$ cat src/lrs_pkg.sv
// Constants, modes and register layout of the LUT/RAM/shift slice
//
// Overview of operation
// [RULE_01] Slice flip-flops load only on clock edges with clock enable high.
// [RULE_02] Flip-flop data comes from either bypass or either wide-mux input.
// [RULE_03] Synchronous reset, when configured, clears the flip-flop at the edge.
// [RULE_04] Registered results appear on lower or upper registered output after the edge.
// [RULE_05] Each table holds 16 one-bit locations selected by four address inputs.
// [RULE_06] Write enable high at an edge overwrites the addressed location.
// [RULE_07] A newly written bit shows on the table output after the edge.
// [RULE_08] User logic raises write enable before the intended write edge.
// [RULE_09] RAM write enable comes through the set/reset input in RAM mode.
// [RULE_10] RAM write data enters through the lower or upper bypass input; when linked the upper table writes the lower tail instead.
// [RULE_11] RAM read is combinational, always showing the addressed location.
// [RULE_12] User logic may move the address freely while write enable is low.
// [RULE_13] Address F shows its stored bit without any clock edge.
// [RULE_14] Written RAM data is also visible on the wide-mux output.
// [RULE_15] In shift mode the clock enable is the shift enable.
// [RULE_16] The bit leaving the chain drives cascade and side outputs.
// [RULE_17] Each enabled shift moves contents up and loads serial input at zero.
// [RULE_18] Shift reads are asynchronous; address changes at an edge give invalid data.
// [RULE_19] First bit shifted in reaches position 15 after sixteen enabled clocks.
// [RULE_20] After a synchronous clear the flip-flop holds zero until an enabled load.
package lrs_pkg;
	localparam int LRS_ADDR_W = 4;
	localparam int LRS_DEPTH = 16;
	localparam int LRS_CNT_W = 5;
	localparam logic [4:0] LRS_PRIMED_CNT = 5'h10;
	// Avalon byte offsets
	localparam logic [3:0] LRS_CFG_OFS = 4'h0;
	localparam logic [3:0] LRS_STAT_OFS = 4'h4;
	// Configuration fields
	localparam int LRS_CFG_W = 10;
	localparam logic [9:0] LRS_CFG_RST = 10'h000;
	localparam int LRS_CFG_LMODE = 0;
	localparam int LRS_CFG_UMODE = 1;
	localparam int LRS_CFG_LSEL = 2;
	localparam int LRS_CFG_USEL = 4;
	localparam int LRS_CFG_SRST = 6;
	localparam int LRS_CFG_LOSEL = 7;
	localparam int LRS_CFG_UOSEL = 8;
	localparam int LRS_CFG_LINK = 9;
	// Status fields
	localparam int LRS_ST_LREG = 0;
	localparam int LRS_ST_UREG = 1;
	localparam int LRS_ST_LLUT = 2;
	localparam int LRS_ST_ULUT = 3;
	localparam int LRS_ST_LTAIL = 4;
	localparam int LRS_ST_UTAIL = 5;
	localparam int LRS_ST_LPRIM = 6;
	localparam int LRS_ST_UPRIM = 7;
	// Table mode
	localparam logic LRS_MODE_RAM = 1'b0;
	localparam logic LRS_MODE_SHIFT = 1'b1;
	// Flip-flop data source codes
	localparam logic [1:0] LRS_D_BYP_LO = 2'h0;
	localparam logic [1:0] LRS_D_BYP_HI = 2'h1;
	localparam logic [1:0] LRS_D_WIDE_A = 2'h2;
	localparam logic [1:0] LRS_D_WIDE_B = 2'h3;
	typedef enum logic [1:0] {
		LRS_BUS_IDLE = 2'b01,
		LRS_BUS_ANS = 2'b10
	} lrs_bus_e;
endpackage : lrs_pkg

$ cat src/lrs_lut_table.sv
// One 16x1 look-up table usable as RAM or as addressable shift chain
`timescale 1ns/1ps
`default_nettype none
module lrs_lut_table
	import lrs_pkg::*;
(
	input wire logic clk,
	input wire logic rst_sync_b,
	input wire logic mode,
	input wire logic write_en,
	input wire logic shift_en,
	input wire logic write_data_in,
	input wire logic [LRS_ADDR_W-1:0] addr,
	output logic lut_out,
	output logic chain_tail_out
);
	// [RULE_05] sixteen one-bit locations
	logic [LRS_DEPTH-1:0] mem_q;
	logic [LRS_DEPTH-1:0] mem_d;

	always_comb begin
		mem_d = mem_q;
		if (mode == LRS_MODE_RAM) begin
			// [RULE_06] addressed overwrite
			if (write_en) begin
				mem_d[addr] = write_data_in;
			end
		end else begin
			// [RULE_17] shift and load position zero
			if (shift_en) begin
				mem_d = {mem_q[LRS_DEPTH-2:0], write_data_in};
			end
		end
	end

	always_ff @(posedge clk or negedge rst_sync_b) begin
		if (!rst_sync_b) begin
			mem_q <= '0;
		end else begin
			mem_q <= mem_d;
		end
	end

	// [RULE_11] combinational addressed read
	// [RULE_18] shift reads use the same path
	assign lut_out = mem_q[addr];
	// [RULE_16] bit leaving the chain
	assign chain_tail_out = mem_q[LRS_DEPTH-1];
endmodule : lrs_lut_table
`default_nettype wire

$ cat src/lrs_slice.sv
// Slice top: two tables, two flip-flops, output muxes and Avalon registers
//
// The Avalon-MM slave port and the address map were chosen for this implementation.
`timescale 1ns/1ps
`default_nettype none
module lrs_slice
	import lrs_pkg::*;
(
	input wire logic clk,
	input wire logic rst_b,
	input wire logic [3:0] avs_address,
	input wire logic avs_read,
	input wire logic avs_write,
	input wire logic [31:0] avs_writedata,
	input wire logic [3:0] avs_byteenable,
	output logic [31:0] avs_readdata,
	output logic avs_waitrequest,
	input wire logic clk_en,
	input wire logic set_reset_in,
	input wire logic bypass_in_low,
	input wire logic bypass_in_high,
	input wire logic wide_mux_in_a,
	input wire logic wide_mux_in_b,
	input wire logic wide_mux_sel,
	input wire logic [LRS_ADDR_W-1:0] lower_addr,
	input wire logic [LRS_ADDR_W-1:0] upper_addr,
	output logic lower_reg_out,
	output logic upper_reg_out,
	output logic lower_lut_out,
	output logic upper_lut_out,
	output logic lower_mux_out,
	output logic upper_mux_out,
	output logic wide_mux_out,
	output logic lower_side_out,
	output logic upper_side_out,
	output logic cascade_out
);
	logic rst_s1_q;
	logic rst_sync_b;
	logic [LRS_CFG_W-1:0] cfg_q;
	logic [LRS_CFG_W-1:0] cfg_d;
	lrs_bus_e bus_q;
	lrs_bus_e bus_d;
	logic wait_q;
	logic wait_d;
	logic [31:0] rdata_q;
	logic [31:0] rdata_d;
	logic lreg_q;
	logic lreg_d;
	logic ureg_q;
	logic ureg_d;
	logic [LRS_CNT_W-1:0] lcnt_q;
	logic [LRS_CNT_W-1:0] lcnt_d;
	logic [LRS_CNT_W-1:0] ucnt_q;
	logic [LRS_CNT_W-1:0] ucnt_d;
	logic bus_req;
	logic cfg_wr;
	logic lmode;
	logic umode;
	logic l_we;
	logic u_we;
	logic l_shift;
	logic u_shift;
	logic u_din;
	logic l_rd;
	logic u_rd;
	logic l_tail;
	logic u_tail;
	logic srst;
	logic [31:0] status;

	function automatic logic pick_d(input logic [1:0] sel, input logic bl, input logic bh,
		input logic wa, input logic wb);
		case (sel)
			LRS_D_BYP_LO: pick_d = bl;
			LRS_D_BYP_HI: pick_d = bh;
			LRS_D_WIDE_A: pick_d = wa;
			default: pick_d = wb;
		endcase
	endfunction : pick_d

	function automatic logic [LRS_CNT_W-1:0] bump(input logic [LRS_CNT_W-1:0] cnt,
		input logic clr, input logic step);
		if (clr) begin
			bump = '0;
		end else if (step && cnt != LRS_PRIMED_CNT) begin
			bump = LRS_CNT_W'(cnt + 1'b1);
		end else begin
			bump = cnt;
		end
	endfunction : bump

	// Reset released through two flops
	always_ff @(posedge clk or negedge rst_b) begin
		if (!rst_b) begin
			rst_s1_q <= 1'b0;
			rst_sync_b <= 1'b0;
		end else begin
			rst_s1_q <= 1'b1;
			rst_sync_b <= rst_s1_q;
		end
	end

	assign lmode = cfg_q[LRS_CFG_LMODE];
	assign umode = cfg_q[LRS_CFG_UMODE];
	assign srst = cfg_q[LRS_CFG_SRST] && set_reset_in;
	// [RULE_09] set/reset doubles as RAM write enable
	assign l_we = (lmode == LRS_MODE_RAM) && set_reset_in;
	assign u_we = (umode == LRS_MODE_RAM) && set_reset_in;
	// [RULE_15] clock enable is the shift enable
	assign l_shift = (lmode == LRS_MODE_SHIFT) && clk_en;
	assign u_shift = (umode == LRS_MODE_SHIFT) && clk_en;
	// Linked chains form one 32-deep shift path
	assign u_din = cfg_q[LRS_CFG_LINK] ? l_tail : bypass_in_high;

	// [RULE_10] bypass inputs carry write data; the upper table takes the lower tail instead when linked
	lrs_lut_table u_lower (
		.clk(clk),
		.rst_sync_b(rst_sync_b),
		.mode(lmode),
		.write_en(l_we),
		.shift_en(l_shift),
		.write_data_in(bypass_in_low),
		.addr(lower_addr),
		.lut_out(l_rd),
		.chain_tail_out(l_tail)
	);

	lrs_lut_table u_upper (
		.clk(clk),
		.rst_sync_b(rst_sync_b),
		.mode(umode),
		.write_en(u_we),
		.shift_en(u_shift),
		.write_data_in(u_din),
		.addr(upper_addr),
		.lut_out(u_rd),
		.chain_tail_out(u_tail)
	);

	// Table reads must stay combinational, so these bypass the output flops
	// [RULE_07] written bit shows after the edge
	// [RULE_13] no clock needed for the read
	assign lower_lut_out = l_rd;
	assign upper_lut_out = u_rd;
	// [RULE_14] written data reaches the wide mux
	assign wide_mux_out = wide_mux_sel ? u_rd : l_rd;
	assign lower_mux_out = cfg_q[LRS_CFG_LOSEL] ? wide_mux_out : l_rd;
	assign upper_mux_out = cfg_q[LRS_CFG_UOSEL] ? wide_mux_out : u_rd;
	// [RULE_16] chain tails drive side and cascade outputs
	assign lower_side_out = l_tail;
	assign upper_side_out = u_tail;
	assign cascade_out = u_tail;

	// Slice flip-flops
	always_comb begin
		// [RULE_20] hold until cleared or enabled
		lreg_d = lreg_q;
		ureg_d = ureg_q;
		// [RULE_03] synchronous clear wins over load
		if (srst) begin
			lreg_d = 1'b0;
			ureg_d = 1'b0;
		// [RULE_01] load only when enabled
		end else if (clk_en) begin
			// [RULE_02] selectable data source
			lreg_d = pick_d(cfg_q[LRS_CFG_LSEL+:2], bypass_in_low, bypass_in_high,
				wide_mux_in_a, wide_mux_in_b);
			ureg_d = pick_d(cfg_q[LRS_CFG_USEL+:2], bypass_in_low, bypass_in_high,
				wide_mux_in_a, wide_mux_in_b);
		end
	end

	always_ff @(posedge clk or negedge rst_sync_b) begin
		if (!rst_sync_b) begin
			lreg_q <= 1'b0;
			ureg_q <= 1'b0;
		end else begin
			lreg_q <= lreg_d;
			ureg_q <= ureg_d;
		end
	end

	// [RULE_04] registered results
	assign lower_reg_out = lreg_q;
	assign upper_reg_out = ureg_q;

	// Count enabled shifts; primed once the first bit sits at the tail
	always_comb begin
		// [RULE_19] sixteen shifts to reach the tail
		lcnt_d = bump(lcnt_q, cfg_wr || lmode != LRS_MODE_SHIFT, l_shift);
		ucnt_d = bump(ucnt_q, cfg_wr || umode != LRS_MODE_SHIFT, u_shift);
	end

	always_ff @(posedge clk or negedge rst_sync_b) begin
		if (!rst_sync_b) begin
			lcnt_q <= '0;
			ucnt_q <= '0;
		end else begin
			lcnt_q <= lcnt_d;
			ucnt_q <= ucnt_d;
		end
	end

	always_comb begin
		status = '0;
		status[LRS_ST_LREG] = lreg_q;
		status[LRS_ST_UREG] = ureg_q;
		status[LRS_ST_LLUT] = l_rd;
		status[LRS_ST_ULUT] = u_rd;
		status[LRS_ST_LTAIL] = l_tail;
		status[LRS_ST_UTAIL] = u_tail;
		status[LRS_ST_LPRIM] = (lcnt_q == LRS_PRIMED_CNT);
		status[LRS_ST_UPRIM] = (ucnt_q == LRS_PRIMED_CNT);
	end

	// Avalon slave: one wait cycle, then the answer
	assign bus_req = avs_read || avs_write;
	assign cfg_wr = avs_write && (bus_q == LRS_BUS_ANS) && (avs_address == LRS_CFG_OFS);

	always_comb begin
		bus_d = bus_q;
		wait_d = 1'b1;
		rdata_d = rdata_q;
		cfg_d = cfg_q;
		case (bus_q)
			LRS_BUS_IDLE: begin
				if (bus_req) begin
					bus_d = LRS_BUS_ANS;
					wait_d = 1'b0;
					rdata_d = '0;
					if (avs_read && avs_address == LRS_CFG_OFS) begin
						rdata_d[LRS_CFG_W-1:0] = cfg_q;
					end else if (avs_read && avs_address == LRS_STAT_OFS) begin
						rdata_d = status;
					end
				end
			end
			LRS_BUS_ANS: begin
				bus_d = LRS_BUS_IDLE;
				if (cfg_wr) begin
					if (avs_byteenable[0]) begin
						cfg_d[7:0] = avs_writedata[7:0];
					end
					if (avs_byteenable[1]) begin
						cfg_d[LRS_CFG_W-1:8] = avs_writedata[LRS_CFG_W-1:8];
					end
				end
			end
			default: begin
				bus_d = LRS_BUS_IDLE;
			end
		endcase
	end

	always_ff @(posedge clk or negedge rst_sync_b) begin
		if (!rst_sync_b) begin
			bus_q <= LRS_BUS_IDLE;
			wait_q <= 1'b1;
			rdata_q <= '0;
			cfg_q <= LRS_CFG_RST;
		end else begin
			bus_q <= bus_d;
			wait_q <= wait_d;
			rdata_q <= rdata_d;
			cfg_q <= cfg_d;
		end
	end

	assign avs_waitrequest = wait_q;
	assign avs_readdata = rdata_q;
endmodule : lrs_slice
`default_nettype wire

$ cat config.mk
export PLATFORM = sky130hd
export DESIGN_NAME = lrs_slice
export DESIGN_NICKNAME = d
export VERILOG_FILES = /design/src/lrs_pkg.sv /design/src/lrs_lut_table.sv /design/src/lrs_slice.sv
export SDC_FILE = /design/constraint.sdc
export NUM_CORES = 1
export LEC_CHECK = 0
export BUFFER_PORTS_ARGS = -buffer_cell sky130_fd_sc_hd__clkbuf_2
export CORE_MARGIN = 3
export CORE_UTILIZATION = 45
export CTS_CLUSTER_DIAMETER = 40
export DETAILED_ROUTE_END_ITERATION = 7
export HOLD_SLACK_MARGIN = 0.03
export PLACE_DENSITY_LB_ADDON = 0.08
export SYNTH_ARGS = -nofsm -noshare
export SYNTH_HDL_FRONTEND = slang
export SYNTH_HIERARCHICAL = 1
export SYNTH_SLANG_ARGS = --single-unit
$ cat constraint.sdc
create_clock -name clk -period 2.5 [get_ports clk]
set_input_delay 0.375 -clock clk [delete_from_list [all_inputs] [get_ports clk]]
set_output_delay 0.375 -clock clk [all_outputs]
set_load 0.01 [all_outputs]
==> impl_metrics.tcl, run 1 <==
set metrics [dict create \
    grt_max_degree 68 \
    portBuffers 55 \
    synth_ff_type "dfrtp_1" \
    synth_warnings 6 \
    synth_edf_count 0 \
    cp-start-kind "flip-flop" \
    worstHoldPathType "in2reg" \
    setup_viol 0 \
    wl_mm 10.09 \
    ir_drop_uv 301.6 \
    synthesis.area_um2 4195 \
    worstPathRequired_ps 2120 \
    num_vias 3404 \
    worstPathMaxFanout 3 \
    clockRootBuffer "clkbuf_8" \
    clk_latency_ps 350 \
    postSynth.asyncResetShare_pct 100.0 \
    instances_no_fill 600 \
    io_pins 102 \
    slew_viol_final 0 \
    fillers 840 \
    gp_congestion 0.8383 \
    finalHoldViolations 0 \
    powerDensity_nw_per_um2 660.2 \
    die_w_um 102.6 \
    antenna_found_initial 0 \
    grt_overflow 0 \
    area_growth_pct 13.36 \
    avgViaCountPerCell 5.673 \
    yosysSeqAreaShare_pct 41.22 \
    drtAntennaViolNets 0 \
    post-route-drc-count 0 \
    clk_path_buf_depth 2 \
    cts_tree "yes" \
    final_common_cell "dfrtp_1" \
    placedCellCount 575 \
    rows 34 \
    dieHeight_um 102.6 \
    grt_pass1_vias 3193 \
    place_ws_ps 41.58 \
    core_region_area_um2 8891 \
    numCtsBuffers 9 \
    start_util_pct 47.19 \
    hpwl_mm 7.248 \
    final_cell_mix "dfrtp_1 (66), clkbuf_2 (54), nand2_1 (42)" \
    slew_headroom_pct 51.35 \
    p_leak_nw 2.142 \
    status "finished clean" \
    grt_first_pass_wirelength_mm 16.47 \
    cts.sinks 69 \
    nets 550 \
    grt.total_usage_pct 20.16 \
    ys_ff_latch 69 \
    syn_inst 419 \
    arrival_ps 2080 \
    power_mw 3.140 \
    wire_per_inst_um 16.82 \
    ys_types 48 \
    max_freq_mhz 407.0 \
    multi_input_area_um2 2206 \
    fin_crit_sh_pct 98.27 \
    drive_above_1_share_pct 26.83 \
    crit_path_end_kind "output port" \
    crit_type "reg2out" \
    grt_setup_unrepaired "true" \
    cap_violations 0 \
    drt-pass1-iter-count 4 \
    layout_min_cycle_time_ps 2457 \
    diodes 0 \
    cts_max_level 3 \
    die_area_um2 10520 \
    avgSynthCellArea_um2 10.01 \
    regArea_um2 1730 \
    final_core_util_pct 53.49 \
    first_iter_violations 195 \
    setup_ws_ps 43.20 \
    clkSlewWorstSetupHoldPaths_ps 80 \
    tightest_slew_ps 719.9 \
    finalClockSkew_ps 12.65 \
]
-- timing repair --
action	in CTS	in global routing
pin swaps	3	1
setup buffers	6	2
hold buffers	1	0
endpoints found under the setup margin	3	3
endpoints found under the hold margin	2	0
gates resized for setup	4	5
-- critical path: stages (launching register included) --
cell      delay [ps]
dfrtp_1          410
mux4_2           480
nor2b_4          140
a211oi_2         170
a21oi_2          100
mux2i_2          210
a21oi_1           90
buf_2            140
-- stage by stage --
stage	instance area, µm²	hold WS [ps]	setup TNS [ps]
global route	4756	238.8	-133.0
CTS	4725	230.5	0
global placement	4499	160.4	0
detailed placement	4499	162.8	0
finish	4756	236.6	0
floorplan	4274	79.41	0
-- layer usage --
metal	part of all wire, %	vias up	track usage [%]
li1	-	1624	-
met5	0	-	0
met2	46	110	30.83
met4	1.1	0	5.954
met3	5.1	11	3.315
met1	47	1659	29.58
-- cell families (layout without fill, tap and decap cells) --
family,after synthesis,count (layout),synth area share [%]
buffers and inverters,54,106,8.500
flip-flops,69,69,41.22
AO/OA/AOI/OAI,97,97,17.00
multiplexers,36,36,12.41
adder cells (fa/ha/maj),4,4,1.193
other,2,23,0.1790
AND/OR/NAND/NOR,153,153,18.67
XOR/XNOR,4,4,0.8352
-- cell type report --
cell class	instances	area share [%]
multi-input cells	317	46.38
flip-flops and latches	69	36.39
repair buffers	80	10.05
well taps	108	2.841
clock buffers	10	2.683
clock inverters	6	0.8682
inverters	10	0.7893
-- synthesized netlist by cell type, types with 2 or more instances --
| library cell | n | area share (%) |
|---|---|---|
| a211oi_1 | 2 | 0.36 |
| a21o_1 | 8 | 1.4 |
| a21oi_1 | 26 | 3.1 |
| a311oi_1 | 4 | 0.83 |
| a31oi_1 | 6 | 0.89 |
| a32o_1 | 2 | 0.48 |
| and2_1 | 3 | 0.45 |
| and4b_1 | 2 | 0.48 |
| buf_2 | 6 | 0.72 |
| buf_4 | 27 | 4.8 |
| buf_6 | 6 | 1.6 |
| clkbuf_1 | 5 | 0.45 |
| conb_1 | 2 | 0.18 |
| dfrtp_1 | 67 | 40 |
| dfstp_2 | 2 | 1.3 |
| ha_1 | 4 | 1.2 |
| inv_1 | 10 | 0.89 |
| mux2_2 | 13 | 3.5 |
| mux2i_1 | 13 | 3.1 |
| mux4_1 | 5 | 3.1 |
| mux4_2 | 5 | 2.7 |
| nand2_1 | 42 | 3.8 |
| nand2b_1 | 12 | 1.8 |
| nand3_1 | 27 | 3.2 |
| nand4_1 | 4 | 0.60 |
| nand4b_1 | 2 | 0.42 |
| nor2_1 | 32 | 2.9 |
| nor2b_1 | 11 | 1.6 |
| nor3_1 | 5 | 0.60 |
| nor4bb_1 | 2 | 0.48 |
| o21ai_0 | 10 | 1.2 |
| o21ai_2 | 4 | 0.83 |
| o2bb2ai_1 | 8 | 1.7 |
| o31a_1 | 18 | 3.8 |
| o31ai_1 | 2 | 0.36 |
| o31ai_4 | 2 | 1.0 |
| o32ai_1 | 4 | 0.83 |
| or3_1 | 3 | 0.45 |
| or3b_4 | 2 | 0.54 |
| xor2_1 | 3 | 0.63 |
-- power breakdown --
| part | leakage [nW] | internal (mW) | switching, mW |
|---|---|---|---|
| clock network | 0.0783 | 0.358 | 0.438 |
| logic | 1.19 | 0.431 | 0.415 |
| registers | 0.875 | 1.33 | 0.164 |
| total | 2.14 | 2.12 | 1.02 |
-- path summary, 6_finish.rpt --
| check | startpoint | to | slack [ps] | depth (start not counted) |
|---|---|---|---|---|
| worst max-delay path | u_lower/mem_q[2]$_DFFE_PN0P_ | upper_mux_out | 40 | 7 |
| min in group asynchronous | rst_sync_b$_DFF_PN0_ | u_upper/mem_q[15]$_DFFE_PN0P_ | 270 | 1 |
| worst min-delay path | avs_write | bus_q[0]$_DFFE_PN1P_ | 240 | 2 |
| worst max register to register | cfg_q[0]$_DFFE_PN0P_ | u_lower/mem_q[0]$_DFFE_PN0P_ | 450 | 5 |
| worst min register to register | rst_sync_b$_DFF_PN0_ | u_upper/mem_q[15]$_DFFE_PN0P_ | 270 | 1 |
| max in group asynchronous | rst_sync_b$_DFF_PN0_ | bus_q[0]$_DFFE_PN1P_ | 1890 | 1 |
-- flip-flops by register name, summed over array words and instances, names as in the netlist, 2 cells and up --
signal / count
u_upper/mem_q: 16
u_lower/mem_q: 16
ucnt_q: 5
cfg_q: 10
bus_q: 2
lcnt_q: 5
avs_readdata: 10
Power figures use the tool's default switching activity.
==> inputs of run 2 (changes only) <==
==> constraint.sdc (replaced) <==
create_clock -name clk -period 2.5 [get_ports clk]
set_input_delay 0.625 -clock clk [delete_from_list [all_inputs] [get_ports clk]]
set_output_delay 0.625 -clock clk [all_outputs]
set_load 0.01 [all_outputs]
==> run 2 against run 1 <==
The run now ends with setup timing left. Fmax down 12%. Cell area up 2.7%. Clock-buffer cell count shrank 1. Register-to-register slack improved by 20 ps. Cell count rose by 0.17%. Critical path depth rose by 2. Global-route usage grew 0.79 points. Non-clock buffer count up 1. Die area unchanged. Clock power up 21%. First-iteration DRC count down 5.1%. Power is 6.2% higher. Critical path type is now in2out. Highest routed layer unchanged.
==> impl_metrics.tcl, run 2 (synthesized netlist as in run 1, its figures left out) <==
set metrics [dict create \
    finalHoldViolations 0 \
    wl_mm 10.44 \
    clk_latency_ps 350 \
    diodes 0 \
    setup_viol 5 \
    grt_setup_unrepaired "true" \
    portBuffers 55 \
    antenna_found_initial 0 \
    wl_met3_um 453 \
    whs_ps 225.8 \
    ir_drop_uv 334.9 \
    powerDensity_nw_per_um2 682.8 \
    finalClockSkew_ps 16.46 \
    seqPwrFrac_pct 45.2 \
    clockRootBuffer "clkbuf_8" \
    area_growth_pct 16.40 \
    placed_cell_area_um2 4581 \
    start_util_pct 47.19 \
    tightest_slew_ps 673.4 \
    status "finished, violations left" \
    p_leak_nw 2.195 \
    reg_top3 "u_lower/mem_q: 16 flops, u_upper/mem_q: 16 flops" \
    cts_max_level 3 \
    met2_length_mm 4.997 \
    wl_met1_mm 4.884 \
    crit_path_end_kind "output port" \
    setup_ws_ps -283.7 \
    violations "setup timing" \
    p_int_mw 2.248 \
    highest_layer "met4" \
    worstHoldPathType "reg2async" \
    io_pins 102 \
    drive_above_1_share_pct 28.40 \
    dieHeight_um 102.6 \
    grt_first_pass_wirelength_mm 17.26 \
    clk_path_buf_depth 2 \
    drtAntennaViolNets 0 \
    clockPowerShare_pct 29.0 \
    core_region_area_um2 8891 \
    gp_congestion 0.9017 \
    final_core_util_pct 54.93 \
    placedCellCount 581 \
    avgViaCountPerCell 5.727 \
    cp-start-kind "primary input" \
    die_area_um2 10520 \
    worstPathRequired_ps 1880 \
    clkSlewWorstSetupHoldPaths_ps 80 \
    instances_no_fill 601 \
    slew_viol_final 0 \
    fin_crit_sh_pct 111.3 \
    final_common_cell "dfrtp_1" \
    layout_min_cycle_time_ps 2784 \
    max_freq_mhz 359.2 \
    slew_headroom_pct 54.49 \
    grt_max_degree 49 \
    p_comb_share_pct 25.8 \
    num_vias 3442 \
    worstPathMaxFanout 5 \
    post-route-drc-count 0 \
    grt_overflow 0 \
    arrival_ps 2160 \
    grt.total_usage_pct 20.95 \
    cts.sinks 69 \
    crit_type "in2out" \
    die_w_um 102.6 \
    numCtsBuffers 9 \
    switching_share_pct 32.57 \
    grt_pass1_vias 3418 \
    cts_tree "yes" \
    p_switching_mw 1.086 \
    final_area_um2 4883 \
    wire_per_inst_um 17.37 \
    rows 34 \
    first_iter_violations 185 \
    final_cell_mix "dfrtp_1 (66), clkbuf_2 (52), nand2_1 (42)" \
    hpwl_mm 7.730 \
    drt-pass1-iter-count 4 \
    nets 551 \
    cap_violations 0 \
]
-- run 2: changes by cell type in the layout (fill, tap and decap cells not counted), moves of 2 or more --
cell       change
a21oi_2        +3
clkbuf_2       -2
clkinv_2       -2
nor2_1         -2
inv_6          +2
a21oi_1        -3
nor2_2         +2
buf_6          +2
clkbuf_16      +2
-- run 2: power groups by stage --
stage	Sequential, mW	Combinational (mW)	Clock, mW
floorplan	1.50	0.583	0
global placement	1.53	0.805	0
detailed placement	1.53	0.819	0
CTS	1.51	0.829	0.996
global route	1.54	0.938	1.04
finish	1.51	0.861	0.966
-- run 2: critical path, stage by stage --
cell and delay [ps]:
clkbuf_16 120, mux4_2 500, nor2b_4 140, a211oi_2 230
a21oi_2 110, buf_6 160, nor2_2 80, a21oi_2 40
clkbuf_2 130
-- run 2: repair_timing --
item,4_1_cts,5_1_grt
buffers inserted,0,3
gates resized for setup,6,6
pin swaps,2,2
endpoints found under the setup margin,5,5
endpoints found under the hold margin,2,0
hold buffers,1,0
-- run 2: layout make-up --
type / instances / area, µm²
clock buffer: 9 / 123.9
tap: 108 / 135.1
sequential: 69 / 1730
clock inverter: 7 / 82.58
fill: 823 / 4008
inverter: 10 / 37.54
timing repair buffer: 81 / 535.5
multi-input combinational: 317 / 2238
-- run 2: metal layers --
layer | global-route usage, % | up-vias
met5 | 0 | -
met4 | 5.651 | 0
met3 | 3.654 | 7
met2 | 33.57 | 98
met1 | 29.48 | 1714
li1 | - | 1623
-- run 2: worst paths after layout --
check	depth (start not counted)	to	startpoint	slack, ps
min	0	avs_readdata[9]$_DFFE_PN0P_	rst_sync_b$_DFF_PN0_	230
min in group clk	0	rst_sync_b$_DFF_PN0_	rst_s1_q$_DFF_PN0_	370
min reg2reg	0	avs_readdata[9]$_DFFE_PN0P_	rst_sync_b$_DFF_PN0_	230
max	9	lower_mux_out	lower_addr[0]	-280
max in group asynchronous	1	avs_waitrequest$_DFF_PN1_	rst_sync_b$_DFF_PN0_	1620
max reg2reg	8	avs_readdata[3]$_DFFE_PN0P_	u_upper/mem_q[2]$_DFFE_PN0P_	470
-- run 2: through the flow --
stage,setup slack (ps),power [mW],TNS (ps)
3_3_place_gp,-401.0,2.331,-1668
6_report,-283.7,3.334,-1186
4_1_cts,-356.8,3.332,-1347
5_1_grt,-337.0,3.516,-1397
2_1_floorplan,-42.41,2.080,-114.7
3_5_place_dp,-472.8,2.344,-1910
==> inputs of run 3 (changes only) <==
--- a/config.mk
+++ b/config.mk
@@ -6,7 +6,7 @@
 export NUM_CORES = 1
 export LEC_CHECK = 0
 export BUFFER_PORTS_ARGS = -buffer_cell sky130_fd_sc_hd__clkbuf_2
-export CORE_MARGIN = 3
+export CORE_MARGIN = 2
 export CORE_UTILIZATION = 45
 export CTS_CLUSTER_DIAMETER = 40
 export DETAILED_ROUTE_END_ITERATION = 7
==> run 3 against run 2 <==
The run still ends with setup timing left. Register-to-register slack improved by 110 ps. Global-route usage decreased by 0.16 points. Clock power increased by 7%. Non-clock buffer count increased by 1. Routed wire length decreased by 3.6%. Largest power group unchanged. Highest routed layer unchanged.
==> impl_metrics.tcl, run 3 (synthesized netlist as in run 1, its figures left out) <==
set metrics [dict create \
    worstPathMaxFanout 7 \
    avgViaCountPerCell 5.579 \
    powerDensity_nw_per_um2 692.0 \
    layout_min_cycle_time_ps 2717 \
    wl_mm 10.06 \
    grt_max_degree 40 \
    slew_viol_final 0 \
    crit_path_end_kind "output port" \
    drt-pass1-iter-count 4 \
    arrival_ps 2090 \
    worstReg2RegStart "cfg_q[0]$_DFFE_PN0P_" \
    fillers 859 \
    cts_max_level 3 \
    r2r_slack_ps 580 \
    hpwl_mm 7.357 \
    tightest_slew_ps 761.6 \
    regArea_um2 1730 \
    die_w_um 100.6 \
    clk_latency_ps 340 \
    multi_input_area_um2 2217 \
    max_freq_mhz 368.1 \
    ir_drop_uv 415.4 \
    first_iter_violations 173 \
    cp-start-kind "primary input" \
    fin_crit_sh_pct 108.7 \
    finalClockSkew_ps 12.35 \
    post-route-drc-count 0 \
    start_util_pct 45.84 \
    crit_type "in2out" \
    io_pins 102 \
    finalHoldViolations 0 \
    crit_buf_inv 2 \
    cap_violations 0 \
    r2r_cells 6 \
    final_cell_mix "dfrtp_1 (66), clkbuf_2 (51), nand2_1 (42)" \
    clockRootBuffer "clkbuf_8" \
    rows 35 \
    final_area_um2 4888 \
    grt_overflow 0 \
    clkSlewWorstSetupHoldPaths_ps 80 \
    gp_congestion 0.8611 \
    diodes 0 \
    reg_top3 "u_lower/mem_q: 16 flops, u_upper/mem_q: 16 flops" \
    cts.sinks 69 \
    area_growth_pct 16.52 \
    antenna_found_initial 0 \
    rr_endpoint "u_lower/mem_q[13]$_DFFE_PN0P_" \
    clk_path_buf_depth 2 \
    critPathMostFrequentCell "a21oi_2" \
    violations "setup timing" \
    grt.total_usage_pct 20.79 \
    num_vias 3375 \
    cpMaxStageDelayCell "mux4_2" \
    grt_setup_unrepaired "true" \
    cts_tree "yes" \
    placed_cell_area_um2 4599 \
    setup_ws_ps -216.6 \
    die_area_um2 10110 \
    worstHoldPathType "reg2async" \
    drive_above_1_share_pct 28.74 \
    crit_path_max_incr_delay_ps 480 \
    dieHeight_um 100.6 \
    slew_headroom_pct 48.54 \
    numCtsBuffers 9 \
    path_cells "clkbuf_16, mux4_2, nor2b_4, a211oi_2, a21oi_2, mux2i_2, a21oi_2, clkbuf_2" \
    crit_family "multiplexers" \
    status "finished, violations left" \
    worstPathRequired_ps 1880 \
    final_common_cell "dfrtp_1" \
    grt_pass1_vias 3298 \
    portBuffers 55 \
    whs_ps 307.3 \
    p_leak_nw 2.191 \
    wire_per_inst_um 16.63 \
    nets 552 \
    core_region_area_um2 9153 \
    crit_cells 8 \
    drtAntennaViolNets 0 \
    setup_viol 4 \
    grt_first_pass_wirelength_mm 16.52 \
]
## run 3: changes by cell type in the layout (fill, tap and decap cells not counted), moves of 2 or more
cell,previous run,this run
mux2i_2,0,2
nor2_1,30,32
mux4_1,3,0
mux4_2,7,10
nor2_2,2,0
## run 3: area by class of cell
class                      count  area share [%]
inverter                      10          0.7679
timing repair buffer          82           11.11
tap                          111           2.841
clock buffer                  10           2.611
clock inverter                 6           1.920
multi-input combinational    317           45.35
sequential                    69           35.40
## run 3: per-layer routing
| metal | GRT usage [%] | wire [µm] |
|---|---|---|
| met1 | 29.87 | 4903 |
| met2 | 31.39 | 4533 |
| met3 | 3.329 | 409 |
| met4 | 8.535 | 218 |
| met5 | 0 | 0 |
## run 3: worst max path at each step
stage,start,to,slack (ps)
floorplan,upper_addr[0],wide_mux_out,-40
global placement,upper_addr[0],lower_mux_out,-360
detailed placement,upper_addr[0],lower_mux_out,-370
CTS,upper_addr[0],lower_mux_out,-230
global route,upper_addr[0],upper_mux_out,-300
finish,upper_addr[0],upper_mux_out,-220
## run 3: repair_timing
| action | in CTS | in global routing |
|---|---|---|
| buffers inserted | 0 | 2 |
| resized for setup | 9 | 5 |
| pin swaps | 2 | 2 |
| hold buffers | 1 | 0 |
| setup endpoints to repair | 5 | 5 |
| hold endpoints to repair | 2 | 0 |
## run 3: worst reg2reg max path, stage by stage (launching register included)
cell and delay, ps:
dfrtp_1 450, buf_4 280, and2_1 240, and2_1 350, a21oi_1 90, o32ai_1 290, nor2_1 80
## run 3: through the flow
stage	cells	setup slack (ps)	TNS, ps	total power, mW	utilization (%)
after CTS	603	-227.9	-681.5	3.388	53.18
final	605	-216.6	-627.0	3.383	53.41
after detailed placement	586	-372.1	-1407	2.334	50.25
after global routing	605	-303.3	-991.5	3.566	53.41
after global placement	586	-361.4	-1396	2.327	50.25
after floorplan	440	-42.41	-114.7	2.080	-
## run 3: report_power, final
| group | switching [mW] | internal [mW] | total (mW) |
|---|---|---|---|
| clock network | 0.459 | 0.571 | 1.03 |
| logic | 0.404 | 0.436 | 0.840 |
| registers | 0.180 | 1.33 | 1.51 |
| total | 1.04 | 2.34 | 3.38 |
